[config.mk]
export PLATFORM = sky130hd
export DESIGN_NAME = qtl_trigger
export DESIGN_NICKNAME = d
export VERILOG_FILES = /design/src/verilog/qtl_pkg.sv /design/src/verilog/qtl_trigger.sv
export VERILOG_INCLUDE_DIRS = /design/src /design/src/verilog
export SDC_FILE = /design/constraint.sdc
export NUM_CORES = 1
export LEC_CHECK = 0
export ABC_AREA = 1
export BUFFER_PORTS_ARGS = -buffer_cell sky130_fd_sc_hd__buf_4
export CAP_MARGIN = 40
export CORE_MARGIN = 2
export CORE_UTILIZATION = 36
export DETAILED_ROUTE_END_ITERATION = 12
export GPL_TIMING_DRIVEN = 0
export PLACE_DENSITY = 0.5
export SYNTH_ARGS = -nofsm -noshare
export SYNTH_HDL_FRONTEND = slang
export SYNTH_SLANG_ARGS = --single-unit
[constraint.sdc]
create_clock -name core_clk_i -period 5.4 [get_ports core_clk_i]
set_clock_uncertainty 0.2 [all_clocks]
set_input_delay 0.27 -clock core_clk_i [delete_from_list [all_inputs] [get_ports core_clk_i]]
set_output_delay 0.27 -clock core_clk_i [all_outputs]
set_load 0.1 [all_outputs]
[src/verilog/qtl_consts.svh]
// Register map, field positions, reset values and timing counts
`ifndef QTL_CONSTS_SVH
`define QTL_CONSTS_SVH
// Register word indexes
`define QTL_REG_CTRL 4'h0
`define QTL_REG_PAT 4'h1
`define QTL_REG_WAIT 4'h2
`define QTL_REG_UPPER 4'h3
`define QTL_REG_LOWER 4'h4
`define QTL_REG_DROP 4'h5
`define QTL_REG_VIDEO 4'h6
`define QTL_REG_STATUS 4'h7
// Field positions
`define QTL_PAT_VAL_LSB 8
`define QTL_VID_LINE_LSB 0
`define QTL_VID_NFLD_LSB 16
`define QTL_VID_FNUM_LSB 24
`define QTL_ST_QUAL_BIT 16
`define QTL_ST_QST_LSB 17
`define QTL_ST_FLD_LSB 20
// Reset values
`define QTL_CTRL_RST 32'h0000_0000
`define QTL_PAT_RST 32'h0000_0000
`define QTL_TIME_RST 32'h0000_0001
`define QTL_LINE_RST 11'h001
`define QTL_NFLD_RST 4'h1
// Timing, clock period 10 ns
`define QTL_CLK_PS 10000
`define QTL_WAIT_MIN_PS 10000
`define QTL_WAIT_MIN_CYC ((`QTL_WAIT_MIN_PS + `QTL_CLK_PS - 1) / `QTL_CLK_PS)
`define QTL_DROP_MIN_PS 25000
`define QTL_DROP_MIN_CYC ((`QTL_DROP_MIN_PS + `QTL_CLK_PS - 1) / `QTL_CLK_PS)
`define QTL_WIDTH_MIN_PS 2500
`define QTL_WIDTH_MIN_CYC ((`QTL_WIDTH_MIN_PS + `QTL_CLK_PS - 1) / `QTL_CLK_PS)
`define QTL_TIME_MAX_S 20
`define QTL_TIME_MAX_CYC (64'd1_000_000_000_000 * `QTL_TIME_MAX_S / `QTL_CLK_PS)
`define QTL_EVT_MAX 99_999_999
`define QTL_VSYNC_MIN_PS 10_000_000
`define QTL_VSYNC_MIN_CYC ((`QTL_VSYNC_MIN_PS + `QTL_CLK_PS - 1) / `QTL_CLK_PS)
`define QTL_LINE_MIN_PS 40_000_000
`define QTL_LINE_MIN_CYC ((`QTL_LINE_MIN_PS + `QTL_CLK_PS - 1) / `QTL_CLK_PS)
`define QTL_LINES_625 11'd626
`define QTL_LINES_525 11'd1051
`define QTL_FIELDS_MAX 4'h8
`endif

[src/verilog/qtl_pkg.sv]
// Types of the trigger qualifier
`default_nettype none
package qtl_pkg;
    typedef enum logic [2:0] {
        QTL_M_STATE = 3'h0,
        QTL_M_EDGE = 3'h1,
        QTL_M_VIDEO = 3'h2,
        QTL_M_DROP = 3'h3,
        QTL_M_GLITCH = 3'h4
    } qtl_mode_t;
    typedef enum logic [1:0] {
        QTL_F_ANY = 2'h0,
        QTL_F_ODD = 2'h1,
        QTL_F_EVEN = 2'h2,
        QTL_F_NUM = 2'h3
    } qtl_fsel_t;
    typedef enum logic [2:0] {
        QTL_Q_IDLE = 3'b001,
        QTL_Q_RUN = 3'b010,
        QTL_Q_READY = 3'b100
    } qtl_qstate_t;
    typedef struct packed {
        logic [14:0] rsvd;
        qtl_fsel_t fsel;
        logic vid_custom;
        logic vid_525;
        logic gl_pat;
        logic lo_en;
        logic up_en;
        logic gl_pos;
        logic pat_present;
        logic slope_neg;
        logic [2:0] src;
        logic wait_evt;
        qtl_mode_t mode;
    } qtl_ctrl_t;
    typedef struct packed {
        logic [3:0] addr;
        logic [31:0] wdata;
        logic wr;
        logic rd;
    } qtl_bus_t;
endpackage
`default_nettype wire

[src/verilog/qtl_trigger.sv]
// Qualified, video, dropout and width trigger logic
`default_nettype none
`include "qtl_consts.svh"
// How it works
// - State mode: pattern must hold until trigger
// - Edge mode: validation alone suffices afterwards
// - Each validation restarts delay or event count
// - Pattern is AND of per-source states
// - Only trigger source edge fires; source excluded
// - Delay 10 ns to 20 s, events to 99999999
// - State time wait: start at onset, fire after
// - State event wait: count while pattern, fire
// - Wait armed at onset, disabled when absent
// - Edge time wait: expire before pattern ends
// - Edge event wait: count until pattern ends
// - Video: field start, count lines, fire line
// - 625 setting: lines 1 to 626, 626 is 1
// - 525 setting: lines 1 to 1051, 1051 is 1
// - Custom video counts every sync pulse
// - Field numbers relative to arbitrary start
// - Sync pulses decoded as negative going
// - Dropout restarts on edge, fires on timeout
// - Upper test fires on pulse narrower than limit
// - Lower test fires on pulse wider than limit
// - Both tests: range AND, otherwise OR
// - Width pattern variant ANDs up to five sources
// - Field sequence of up to eight fields
module qtl_trigger #(
    parameter int NSRC = 5,
    parameter logic [31:0] TIME_MAX_CYC = 32'(`QTL_TIME_MAX_CYC),
    parameter logic [31:0] EVT_MAX = 32'(`QTL_EVT_MAX)
) (
    input wire logic core_clk_i,
    input wire logic rst_i,
    input wire qtl_pkg::qtl_bus_t bus_i,
    output logic [31:0] rdata_o,
    input wire logic [NSRC-1:0] cmp_i,
    output logic trig_o
);
    // ****************************************
    // Registers
    // ****************************************
    qtl_pkg::qtl_ctrl_t ctrl_r;
    logic [NSRC-1:0] care_r, val_r;
    logic [31:0] wait_r, upper_r, lower_r, drop_r;
    logic [10:0] vline_r;
    logic [3:0] nfld_r;
    logic [2:0] fnum_r;
    logic [15:0] tcnt_r;
    qtl_pkg::qtl_qstate_t q_st_r;
    logic [31:0] q_cnt_r;
    logic qual_q_r;
    logic [2:0] v_fld_r;

    always_ff @(posedge core_clk_i) begin
        if (rst_i) begin
            ctrl_r <= qtl_pkg::qtl_ctrl_t'(`QTL_CTRL_RST);
            care_r <= '0;
            val_r <= '0;
            wait_r <= `QTL_TIME_RST;
            upper_r <= `QTL_TIME_RST;
            lower_r <= `QTL_TIME_RST;
            drop_r <= `QTL_TIME_RST;
            vline_r <= `QTL_LINE_RST;
            nfld_r <= `QTL_NFLD_RST;
            fnum_r <= '0;
        end else if (bus_i.wr) begin
            case (bus_i.addr)
                `QTL_REG_CTRL: ctrl_r <= qtl_pkg::qtl_ctrl_t'(bus_i.wdata);
                `QTL_REG_PAT: begin
                    care_r <= bus_i.wdata[NSRC-1:0];
                    val_r <= bus_i.wdata[`QTL_PAT_VAL_LSB +: NSRC];
                end
                `QTL_REG_WAIT: wait_r <= bus_i.wdata;
                `QTL_REG_UPPER: upper_r <= bus_i.wdata;
                `QTL_REG_LOWER: lower_r <= bus_i.wdata;
                `QTL_REG_DROP: drop_r <= bus_i.wdata;
                `QTL_REG_VIDEO: begin
                    vline_r <= bus_i.wdata[`QTL_VID_LINE_LSB +: 11];
                    nfld_r <= bus_i.wdata[`QTL_VID_NFLD_LSB +: 4];
                    fnum_r <= bus_i.wdata[`QTL_VID_FNUM_LSB +: 3];
                end
                default: ;
            endcase
        end
    end

    // Read data, one cycle after the strobe
    always_ff @(posedge core_clk_i) begin
        if (rst_i) begin
            rdata_o <= '0;
        end else if (bus_i.rd) begin
            case (bus_i.addr)
                `QTL_REG_CTRL: rdata_o <= 32'(ctrl_r);
                `QTL_REG_PAT: rdata_o <= 32'(care_r) | (32'(val_r) << `QTL_PAT_VAL_LSB);
                `QTL_REG_WAIT: rdata_o <= wait_r;
                `QTL_REG_UPPER: rdata_o <= upper_r;
                `QTL_REG_LOWER: rdata_o <= lower_r;
                `QTL_REG_DROP: rdata_o <= drop_r;
                `QTL_REG_VIDEO: rdata_o <= (32'(vline_r) << `QTL_VID_LINE_LSB)
                    | (32'(nfld_r) << `QTL_VID_NFLD_LSB) | (32'(fnum_r) << `QTL_VID_FNUM_LSB);
                `QTL_REG_STATUS: rdata_o <= 32'(tcnt_r) | (32'(qual_q_r) << `QTL_ST_QUAL_BIT)
                    | (32'(q_st_r) << `QTL_ST_QST_LSB) | (32'(v_fld_r) << `QTL_ST_FLD_LSB);
                default: rdata_o <= '0;
            endcase
        end else begin
            rdata_o <= '0;
        end
    end

    // ****************************************
    // Limits
    // ****************************************
    function automatic logic [31:0] clamp(input logic [31:0] v, input logic [31:0] lo,
                                          input logic [31:0] hi);
        clamp = (v < lo) ? lo : ((v > hi) ? hi : v);
    endfunction

    logic [31:0] wait_eff, evt_eff, up_eff, lo_eff, drop_eff;
    assign wait_eff = clamp(wait_r, 32'(`QTL_WAIT_MIN_CYC), TIME_MAX_CYC);
    assign evt_eff = clamp(wait_r, 32'h0000_0001, EVT_MAX);
    assign up_eff = clamp(upper_r, 32'(`QTL_WIDTH_MIN_CYC), TIME_MAX_CYC);
    assign lo_eff = clamp(lower_r, 32'(`QTL_WIDTH_MIN_CYC), TIME_MAX_CYC);
    assign drop_eff = clamp(drop_r, 32'(`QTL_DROP_MIN_CYC), TIME_MAX_CYC);

    // ****************************************
    // Source edges and pattern
    // ****************************************
    logic [NSRC-1:0] cmp_q_r, term;
    logic src_now, src_prev, trig_edge, pat, pat_q_r, qual, onset, is_q;
    assign is_q = (ctrl_r.mode == qtl_pkg::QTL_M_STATE) || (ctrl_r.mode == qtl_pkg::QTL_M_EDGE);
    assign src_now = cmp_i[ctrl_r.src];
    assign src_prev = cmp_q_r[ctrl_r.src];
    assign trig_edge = ctrl_r.slope_neg ? (src_prev & ~src_now) : (~src_prev & src_now);

    for (genvar i = 0; i < NSRC; i++) begin : g_term
        // Source in its wanted state, or ignored
        assign term[i] = ~care_r[i] | (cmp_i[i] == val_r[i])
            | (is_q && (ctrl_r.src == 3'(i)));
    end
    assign pat = &term;
    assign qual = ctrl_r.pat_present ? pat : ~pat;
    assign onset = is_q & qual & ~qual_q_r;

    always_ff @(posedge core_clk_i) begin
        if (rst_i) begin
            cmp_q_r <= '0;
            pat_q_r <= 1'b0;
            qual_q_r <= 1'b0;
        end else begin
            cmp_q_r <= cmp_i;
            pat_q_r <= pat;
            qual_q_r <= qual;
        end
    end

    // ****************************************
    // Qualified triggers
    // ****************************************
    logic q_fire, q_drop, evt_hit;
    assign q_drop = ~qual && (q_st_r == qtl_pkg::QTL_Q_RUN
        || ctrl_r.mode == qtl_pkg::QTL_M_STATE);
    assign evt_hit = trig_edge && (q_cnt_r + 32'h0000_0001 >= evt_eff);
    assign q_fire = is_q && trig_edge && !onset && !q_drop
        && ((q_st_r == qtl_pkg::QTL_Q_READY)
        || (q_st_r == qtl_pkg::QTL_Q_RUN && ctrl_r.wait_evt && evt_hit));

    always_ff @(posedge core_clk_i) begin
        if (rst_i || !is_q) begin
            q_st_r <= qtl_pkg::QTL_Q_IDLE;
            q_cnt_r <= '0;
        end else if (onset) begin
            q_st_r <= qtl_pkg::QTL_Q_RUN;
            q_cnt_r <= '0;
        end else if (q_drop) begin
            q_st_r <= qtl_pkg::QTL_Q_IDLE;
        end else begin
            case (q_st_r)
                qtl_pkg::QTL_Q_RUN: begin
                    if (ctrl_r.wait_evt) begin
                        if (evt_hit) begin
                            q_st_r <= qtl_pkg::QTL_Q_IDLE;
                        end else if (trig_edge) begin
                            q_cnt_r <= q_cnt_r + 32'h0000_0001;
                        end
                    end else if (q_cnt_r + 32'h0000_0001 >= wait_eff) begin
                        q_st_r <= qtl_pkg::QTL_Q_READY;
                    end else begin
                        q_cnt_r <= q_cnt_r + 32'h0000_0001;
                    end
                end
                qtl_pkg::QTL_Q_READY: q_st_r <= qtl_pkg::QTL_Q_READY;
                default: q_st_r <= qtl_pkg::QTL_Q_IDLE;
            endcase
        end
    end

    // ****************************************
    // Dropout
    // ****************************************
    logic [31:0] d_cnt_r;
    logic d_arm_r, d_fire;
    assign d_fire = (ctrl_r.mode == qtl_pkg::QTL_M_DROP) && d_arm_r && !trig_edge
        && (d_cnt_r + 32'h0000_0001 >= drop_eff);

    always_ff @(posedge core_clk_i) begin
        if (rst_i) begin
            d_cnt_r <= '0;
            d_arm_r <= 1'b0;
        end else if (trig_edge) begin
            d_cnt_r <= '0;
            d_arm_r <= 1'b1;
        end else if (d_fire) begin
            d_arm_r <= 1'b0;
        end else if (d_arm_r) begin
            d_cnt_r <= d_cnt_r + 32'h0000_0001;
        end
    end

    // ****************************************
    // Pulse width
    // ****************************************
    logic [31:0] g_w_r;
    logic g_val_r, g_lvl, g_lvl_prev, g_end, up_ok, lo_ok, g_pass, g_fire;
    assign g_lvl = ctrl_r.gl_pos ~^ (ctrl_r.gl_pat ? pat : src_now);
    assign g_lvl_prev = ctrl_r.gl_pos ~^ (ctrl_r.gl_pat ? pat_q_r : src_prev);
    assign g_end = g_val_r && g_lvl_prev && !g_lvl;
    assign up_ok = g_w_r < up_eff;
    assign lo_ok = g_w_r > lo_eff;
    always_comb begin
        if (ctrl_r.up_en && ctrl_r.lo_en) begin
            g_pass = (up_eff > lo_eff) ? (up_ok & lo_ok) : (up_ok | lo_ok);
        end else begin
            g_pass = (ctrl_r.up_en & up_ok) | (ctrl_r.lo_en & lo_ok);
        end
    end
    assign g_fire = (ctrl_r.mode == qtl_pkg::QTL_M_GLITCH) && g_end && g_pass;

    always_ff @(posedge core_clk_i) begin
        if (rst_i) begin
            g_w_r <= '0;
            g_val_r <= 1'b0;
        end else if (g_lvl && !g_lvl_prev) begin
            g_w_r <= 32'h0000_0001;
            g_val_r <= 1'b1;
        end else if (g_lvl && g_w_r < TIME_MAX_CYC) begin
            g_w_r <= g_w_r + 32'h0000_0001;
        end
    end

    // ****************************************
    // Video
    // ****************************************
    logic [15:0] v_w_r, v_gap_r;
    logic [10:0] v_line_r, v_max, v_tgt;
    logic [3:0] v_nf;
    logic [2:0] v_fnext;
    logic v_broad_r, v_run_r, sync, sync_prev, v_ls, v_fs, v_match, v_fire;
    assign sync = ~src_now;
    assign sync_prev = ~src_prev;
    assign v_ls = sync && !sync_prev
        && (ctrl_r.vid_custom || v_gap_r >= 16'(`QTL_LINE_MIN_CYC));
    assign v_fs = !sync && sync_prev && !v_broad_r && v_w_r >= 16'(`QTL_VSYNC_MIN_CYC);
    assign v_nf = (nfld_r == 4'h0 || nfld_r > `QTL_FIELDS_MAX) ? 4'h1 : nfld_r;
    assign v_fnext = (4'(v_fld_r) + 4'h1 >= v_nf) ? 3'h0 : v_fld_r + 3'h1;
    always_comb begin
        case (ctrl_r.fsel)
            qtl_pkg::QTL_F_ODD: v_match = !v_fnext[0];
            qtl_pkg::QTL_F_EVEN: v_match = v_fnext[0];
            qtl_pkg::QTL_F_NUM: v_match = (v_fnext == fnum_r);
            default: v_match = 1'b1;
        endcase
    end
    assign v_max = ctrl_r.vid_525 ? `QTL_LINES_525 : `QTL_LINES_625;
    assign v_tgt = (vline_r == 11'h000 || (!ctrl_r.vid_custom && vline_r >= v_max))
        ? 11'h001 : vline_r;
    assign v_fire = (ctrl_r.mode == qtl_pkg::QTL_M_VIDEO) && v_run_r && v_ls
        && (v_line_r + 11'h001 == v_tgt);

    always_ff @(posedge core_clk_i) begin
        if (rst_i) begin
            v_w_r <= '0;
            v_gap_r <= '0;
            v_broad_r <= 1'b0;
            v_fld_r <= '0;
        end else begin
            v_w_r <= sync ? ((v_w_r == 16'hffff) ? v_w_r : v_w_r + 16'h0001) : 16'h0000;
            if (v_ls) begin
                v_gap_r <= '0;
            end else if (v_gap_r != 16'hffff) begin
                v_gap_r <= v_gap_r + 16'h0001;
            end
            if (!sync && sync_prev) begin
                v_broad_r <= v_w_r >= 16'(`QTL_VSYNC_MIN_CYC);
            end
            if (v_fs) begin
                v_fld_r <= v_fnext;
            end
        end
    end

    always_ff @(posedge core_clk_i) begin
        if (rst_i) begin
            v_line_r <= '0;
            v_run_r <= 1'b0;
        end else if (v_fs && v_match) begin
            v_line_r <= '0;
            v_run_r <= 1'b1;
        end else if (v_fire) begin
            v_run_r <= 1'b0;
        end else if (v_ls && v_run_r) begin
            v_line_r <= v_line_r + 11'h001;
        end
    end

    // ****************************************
    // Trigger output
    // ****************************************
    always_ff @(posedge core_clk_i) begin
        if (rst_i) begin
            trig_o <= 1'b0;
            tcnt_r <= '0;
        end else begin
            trig_o <= q_fire | d_fire | g_fire | v_fire;
            if (q_fire | d_fire | g_fire | v_fire) begin
                tcnt_r <= tcnt_r + 16'h0001;
            end
        end
    end
endmodule // qtl_trigger
`default_nettype wire

==> results of run 1 <==
[worst max-delay path: stages, from the launching register on]
cell,delay [ns]
dfxtp_1,0.41
nor4_2,0.43
nand4_1,0.21
nor3_2,0.20
a221oi_1,0.10
o21ai_0,0.11
nand2_2,0.19
inv_1,0.14
clkbuf_4,0.23
nor2_1,0.06
ha_1,0.27
inv_1,0.05
nand2_1,0.05
a21oi_1,0.13
o21ai_0,0.11
nand2_1,0.08
a21oi_1,0.07
o21ai_0,0.22
nand2_1,0.12
a21oi_1,0.24
o21ai_2,0.18
a21oi_2,0.19
o21ai_0,0.17
nor2_4,0.27
inv_2,0.10
clkbuf_4,0.20
nor2_1,0.12
nor2_1,0.06
[logic make-up after synthesis]
| kind of cell | Yosys count |
|---|---|
| flip-flops | 393 |
| buffers and inverters | 542 |
| adder cells (fa/ha/maj) | 211 |
| AO/OA/AOI/OAI | 856 |
| other | 2 |
| AND/OR/NAND/NOR | 1331 |
| XOR/XNOR | 116 |
[registers in the layout, indices dropped and copies added, names as in the netlist, 3 cells and up]
name	flops
care_r	5
cmp_q_r	5
ctrl_r	32
d_cnt_r	32
drop_r	32
fnum_r	3
g_w_r	32
lower_r	32
nfld_r	4
q_cnt_r	32
q_st_r	3
rdata_o	32
tcnt_r	16
upper_r	32
v_fld_r	3
v_gap_r	16
v_line_r	11
v_w_r	16
val_r	5
vline_r	11
wait_r	32
[final cells by class]
class                      count  area [um2]
multi-input combinational   2525       14400
antenna                        2        5.00
tap                          864        1080
inverter                     420        1580
sequential                   393        7870
timing repair buffer         120        1010
fill                        7099       38000
clock buffer                  59        1310
clock inverter                25         305
buffer                       121         499
[power groups by stage]
stage / Sequential [uW] / Combinational, uW / Clock [uW]
4_1_cts: 2990 / 743 / 3460
3_3_place_gp: 3060 / 716 / 0
6_report: 3000 / 769 / 3400
3_5_place_dp: 3060 / 715 / 0
2_1_floorplan: 3050 / 427 / 0
5_1_grt: 3000 / 848 / 3560
[final timing paths]
| kind | start | cells past startpoint | endpoint | slack (ns) |
|---|---|---|---|---|
| max reg2reg | wait_r[31]$_SDFFE_PP0P_ | 27 | q_cnt_r[13]$_SDFFE_PP0P_ | 0.39 |
| min reg2reg | ctrl_r[17]$_SDFFE_PP0P_ | 2 | ctrl_r[17]$_SDFFE_PP0P_ | 0.25 |
| min | bus_i[34] | 6 | wait_r[0]$_SDFFE_PP1P_ | 0.18 |
| max | wait_r[31]$_SDFFE_PP0P_ | 27 | q_cnt_r[13]$_SDFFE_PP0P_ | 0.39 |
[stage by stage]
step	util	total power [uW]	setup WS (ns)
floorplan	-	3470	1.06
global placement	0.391	3770	-0.872
detailed placement	0.391	3770	-0.871
CTS	0.422	7190	0.0191
global route	0.425	7410	-0.0206
finish	0.425	7170	0.385
[cells in the mapped netlist (9+ instances only)]
master	number	area, um2
nand2_1	561	2110
nor2_1	392	1470
a21oi_1	413	2070
inv_1	410	1540
xnor2_1	33	289
o2111ai_1	9	78.8
nand2_2	10	62.6
nor4_1	48	300
nand4_1	69	432
a221oi_1	31	272
o211ai_1	11	82.6
o22ai_1	51	319
xor2_1	80	701
clkbuf_1	108	405
o21ai_0	285	1430
dfxtp_1	393	7870
nor2_2	15	93.8
ha_1	211	2640
a211oi_1	19	143
nor3_1	61	305
nand3_1	134	671
nand3_2	10	100
[repair_timing]
action                                  in CTS  in global routing
gates resized for setup                     11                 52
pin swaps                                    0                  6
endpoints found under the setup margin      49                 82
hold buffers                                42                  0
setup buffers                                0                  1
endpoints found under the hold margin      197                  0
[layer usage]
layer | GRT usage | up-vias | wire [um]
met5 | 0 | - | 0
met4 | 0.0797 | 0 | 3030
met3 | 0.0564 | 165 | 8630
met2 | 0.383 | 984 | 37400
met1 | 0.382 | 11201 | 43700
li1 | - | 12009 | -
==> results.json, run 1 <==
{
  "dieArea_um2": 69000,
  "pwr-share-clk": 0.475,
  "drt-vias-per-instance": 5.38,
  "cts_max_level": 2,
  "syn_inst": 3451,
  "crit_required_ns": 5.68,
  "grt_pass1_vias": 22612,
  "drc_errors": 0,
  "pwr-share-comb": 0.107,
  "syn_area_um2": 24100,
  "status": "completed",
  "yosys.area_share.adder": 0.110,
  "antenna_found_initial": 2,
  "synth_seq_cells": 393,
  "end_kind": "flop",
  "cts_tree": "yes",
  "rows": 94,
  "hold_viol": 0,
  "swShare": 0.276,
  "drive_above_1_share": 0.0723,
  "grt-ovfl-total": 0,
  "cts_buffer_depth": 3,
  "critPathMaxFanout": 10,
  "timing.fmax_mhz": 199,
  "setup_violations": 0,
  "internal_power_uw": 5190,
  "core_um2": 66000,
  "final_cells": 4529,
  "first_iter_violations": 2531,
  "track_usage": 0.262,
  "drt-total-wl_um": 92800,
  "ys_types": 56,
  "vdd_drop_max_uv": 198,
  "clkSinkCount": 393,
  "vias": 24359,
  "worstPathArrival_ns": 5.29,
  "clock_latency_ns": 0.60,
  "synthMuxAreaShare": 0,
  "synthSimpleGateAreaFrac": 0.241,
  "worst_hold_slack_ns": 0.177,
  "p_switching_uw": 1980,
  "synth_compound_area_frac": 0.194,
  "placedInstanceArea_um2": 25800,
  "gp_congestion": 0.993,
  "fp.dieH_um": 263,
  "startpoint_type": "flop",
  "seqPwrFrac": 0.418,
  "tns_ns": 0,
  "final.period_utilization": 0.929,
  "drv_slew": 0,
  "max-slew-margin-rel": 0.400,
  "cap_violations": 0,
  "clkTransAtPathRegs_ns": 0.06,
  "grt_pass1_wl_um": 140000,
  "post-dp-hpwl_um": 72700,
  "cts_buffers": 47,
  "areaGrowthSynthToFinish_pct": 16.3,
  "cts_root_buf": "clkbuf_16",
  "ys.warnings.count": 0,
  "powerDensity_nw_per_um2": 256,
  "min_period_ns": 5.01,
  "crit_type": "reg -> reg",
  "ant_nets": 0,
  "ys_async_sr_fraction": 0,
  "drt_pre_antenna_iters": 6,
  "synth_edf_count": 0,
  "leakage_uw": 0.0114,
  "worstHoldPathType": "in -> reg",
  "avgRoutedWirePerCell_um": 20.5,
  "io_buffers": 76,
  "layout_common_cells": "557 x nand2_1, 411 x a21oi_1, 408 x inv_1",
  "synthFlopType": "dfxtp_1",
  "grt_max_degree": 15,
  "yosysSeqAreaShare": 0.327,
  "rsz0062_at_grt": "yes",
  "layout.nets": 3884,
  "dp.cells": 4401,
  "synth_top_family_by_area": "simple AND/OR/NAND/NOR gates",
  "start_util": 0.365,
  "final_common_cell": "nand2_1",
  "die_x_um": 263,
  "pin_count": 78,
  "final_area_um2": 28000,
  "synth_xor_xnor_area_share": 0.0431,
  "synthesis.area_per_instance_um2": 6.98,
  "tightestPinTransition_ns": 0.900
}
(Power assumes the default switching activity.)
==> run 2, diff against run 1 <==
- CORE_UTILIZATION: 36 -> 50
- PLACE_DENSITY: 0.5 -> 0.65
==> results.json, run 2 (synthesis results as in run 1) <==
{
  "tns_ns": 0,
  "core_um2": 47600,
  "clock_latency_ns": 0.62,
  "post-dp-hpwl_um": 70900,
  "grt_pass1_vias": 23579,
  "cp_common_cell": "nand3_2",
  "cts_buffer_depth": 3,
  "final_cells": 4283,
  "startpoint_type": "flop",
  "clkTransAtPathRegs_ns": 0.06,
  "drc_errors": 0,
  "preCtsSetupSlack_ns": -0.372,
  "leakage_uw": 0.0113,
  "io_buffers": 76,
  "grt-ovfl-total": 0,
  "worstHoldPathType": "in -> reg",
  "max-slew-margin-rel": 0.401,
  "end_kind": "flop",
  "drive_above_1_share": 0.0699,
  "powerDensity_nw_per_um2": 255,
  "cts_max_level": 2,
  "setup_violations": 0,
  "vdd_drop_max_uv": 281,
  "cap_violations": 0,
  "setup_ws_ns": 0.381,
  "final_area_um2": 27600,
  "worstPathArrival_ns": 5.36,
  "grt_pass1_wl_um": 136000,
  "avgRoutedWirePerCell_um": 21.2,
  "die_x_um": 224,
  "drt-total-wl_um": 90600,
  "crit_type": "reg -> reg",
  "final_common_cell": "nand2_1",
  "crit_required_ns": 5.74,
  "drt-vias-per-instance": 5.88,
  "gp_congestion": 1.09,
  "vias": 25185,
  "layout.nets": 3884,
  "drv_slew": 0,
  "min_period_ns": 5.02,
  "cp_slowest_cell": "dfxtp_4",
  "cts_root_buf": "clkbuf_16",
  "areaGrowthSynthToFinish_pct": 14.7,
  "status": "completed",
  "ant_nets": 0,
  "rows": 80,
  "placedInstanceArea_um2": 25500,
  "grt_max_degree": 14,
  "dp.cells": 4151,
  "dieArea_um2": 50000,
  "critPathMaxFanout": 10,
  "first_iter_violations": 2873,
  "layout_common_cells": "560 x nand2_1, 411 x a21oi_1, 409 x inv_1",
  "slowest_delay_ns": 0.39,
  "fillCellCount": 4639,
  "antenna_found_initial": 6,
  "hold_viol": 0,
  "timing.fmax_mhz": 199,
  "track_usage": 0.355,
  "fin_util": 0.580,
  "drt_pre_antenna_iters": 8,
  "tightestPinTransition_ns": 0.898,
  "pin_count": 78,
  "final.period_utilization": 0.929,
  "cts_tree": "yes",
  "fp.dieH_um": 224,
  "start_util": 0.506,
  "cts_buffers": 46,
  "clkSinkCount": 393
}
[run 2: per-stage QoR]
stage,power (uW),hold WS (ns)
finish,7060,0.0657
global route,7280,0.103
CTS,7060,0.0259
detailed placement,3770,0.239
global placement,3750,0.234
floorplan,3470,0.177
[run 2: timing repair]
action / CTS / global route
resized for setup: 7 / 41
hold buffers: 40 / 0
endpoints found under the hold margin: 196 / 0
setup buffers: 0 / 5
pin swaps: 0 / 8
setup endpoints to repair: 41 / 80
[run 2: cell type report]
type	instances	area, um2	area share
multi-input combinational	2525	14300	0.518
sequential	393	7870	0.285
inverter	420	1580	0.0572
clock buffer	63	1330	0.0479
timing repair buffer	121	1010	0.0365
tap	615	769	0.0278
buffer	121	488	0.0177
clock inverter	21	268	0.00969
antenna	4	10.0	0.000362
[run 2: layer usage]
metal  wire length (um)  GRT usage  share of wire  vias to the layer above
li1                   -          -              -                    12036
met1              37700      0.470           0.42                    11756
met2              39900      0.566           0.44                     1167
met3               9170     0.0766           0.10                      222
met4               3770      0.135          0.042                        4
met5                 24          0        0.00026                        -
[run 2: worst paths after layout]
| kind | from | slack [ns] | depth (start not counted) | endpoint |
|---|---|---|---|---|
| setup / recovery | q_cnt_r[0]$_SDFFE_PP0P_ | 0.38 | 29 | tcnt_r[14]$_SDFFE_PP0P_ |
| hold / removal | bus_i[34] | 0.07 | 5 | vline_r[0]$_SDFFE_PP1P_ |
| setup reg to reg | q_cnt_r[0]$_SDFFE_PP0P_ | 0.38 | 29 | tcnt_r[14]$_SDFFE_PP0P_ |
| hold reg to reg | ctrl_r[17]$_SDFFE_PP0P_ | 0.25 | 2 | ctrl_r[17]$_SDFFE_PP0P_ |
[run 2: report_power, final]
group / total [uW] / internal [uW] / switching (uW)
combinational: 772 / 233 / 540
clock: 3290 / 1920 / 1370
sequential: 3000 / 2940 / 50.9
total: 7060 / 5100 / 1960
[run 2: worst max-delay path, delay by kind of cell, from the launching register on]
family	cells	cell delay, ns
buffers and inverters	4	0.57
AOI/OAI and AO/OA	3	0.64
and+or+nand+nor	19	2.58
xor gates and xnor gates	1	0.11
adders and majority gates	2	0.49
DFF	1	0.39
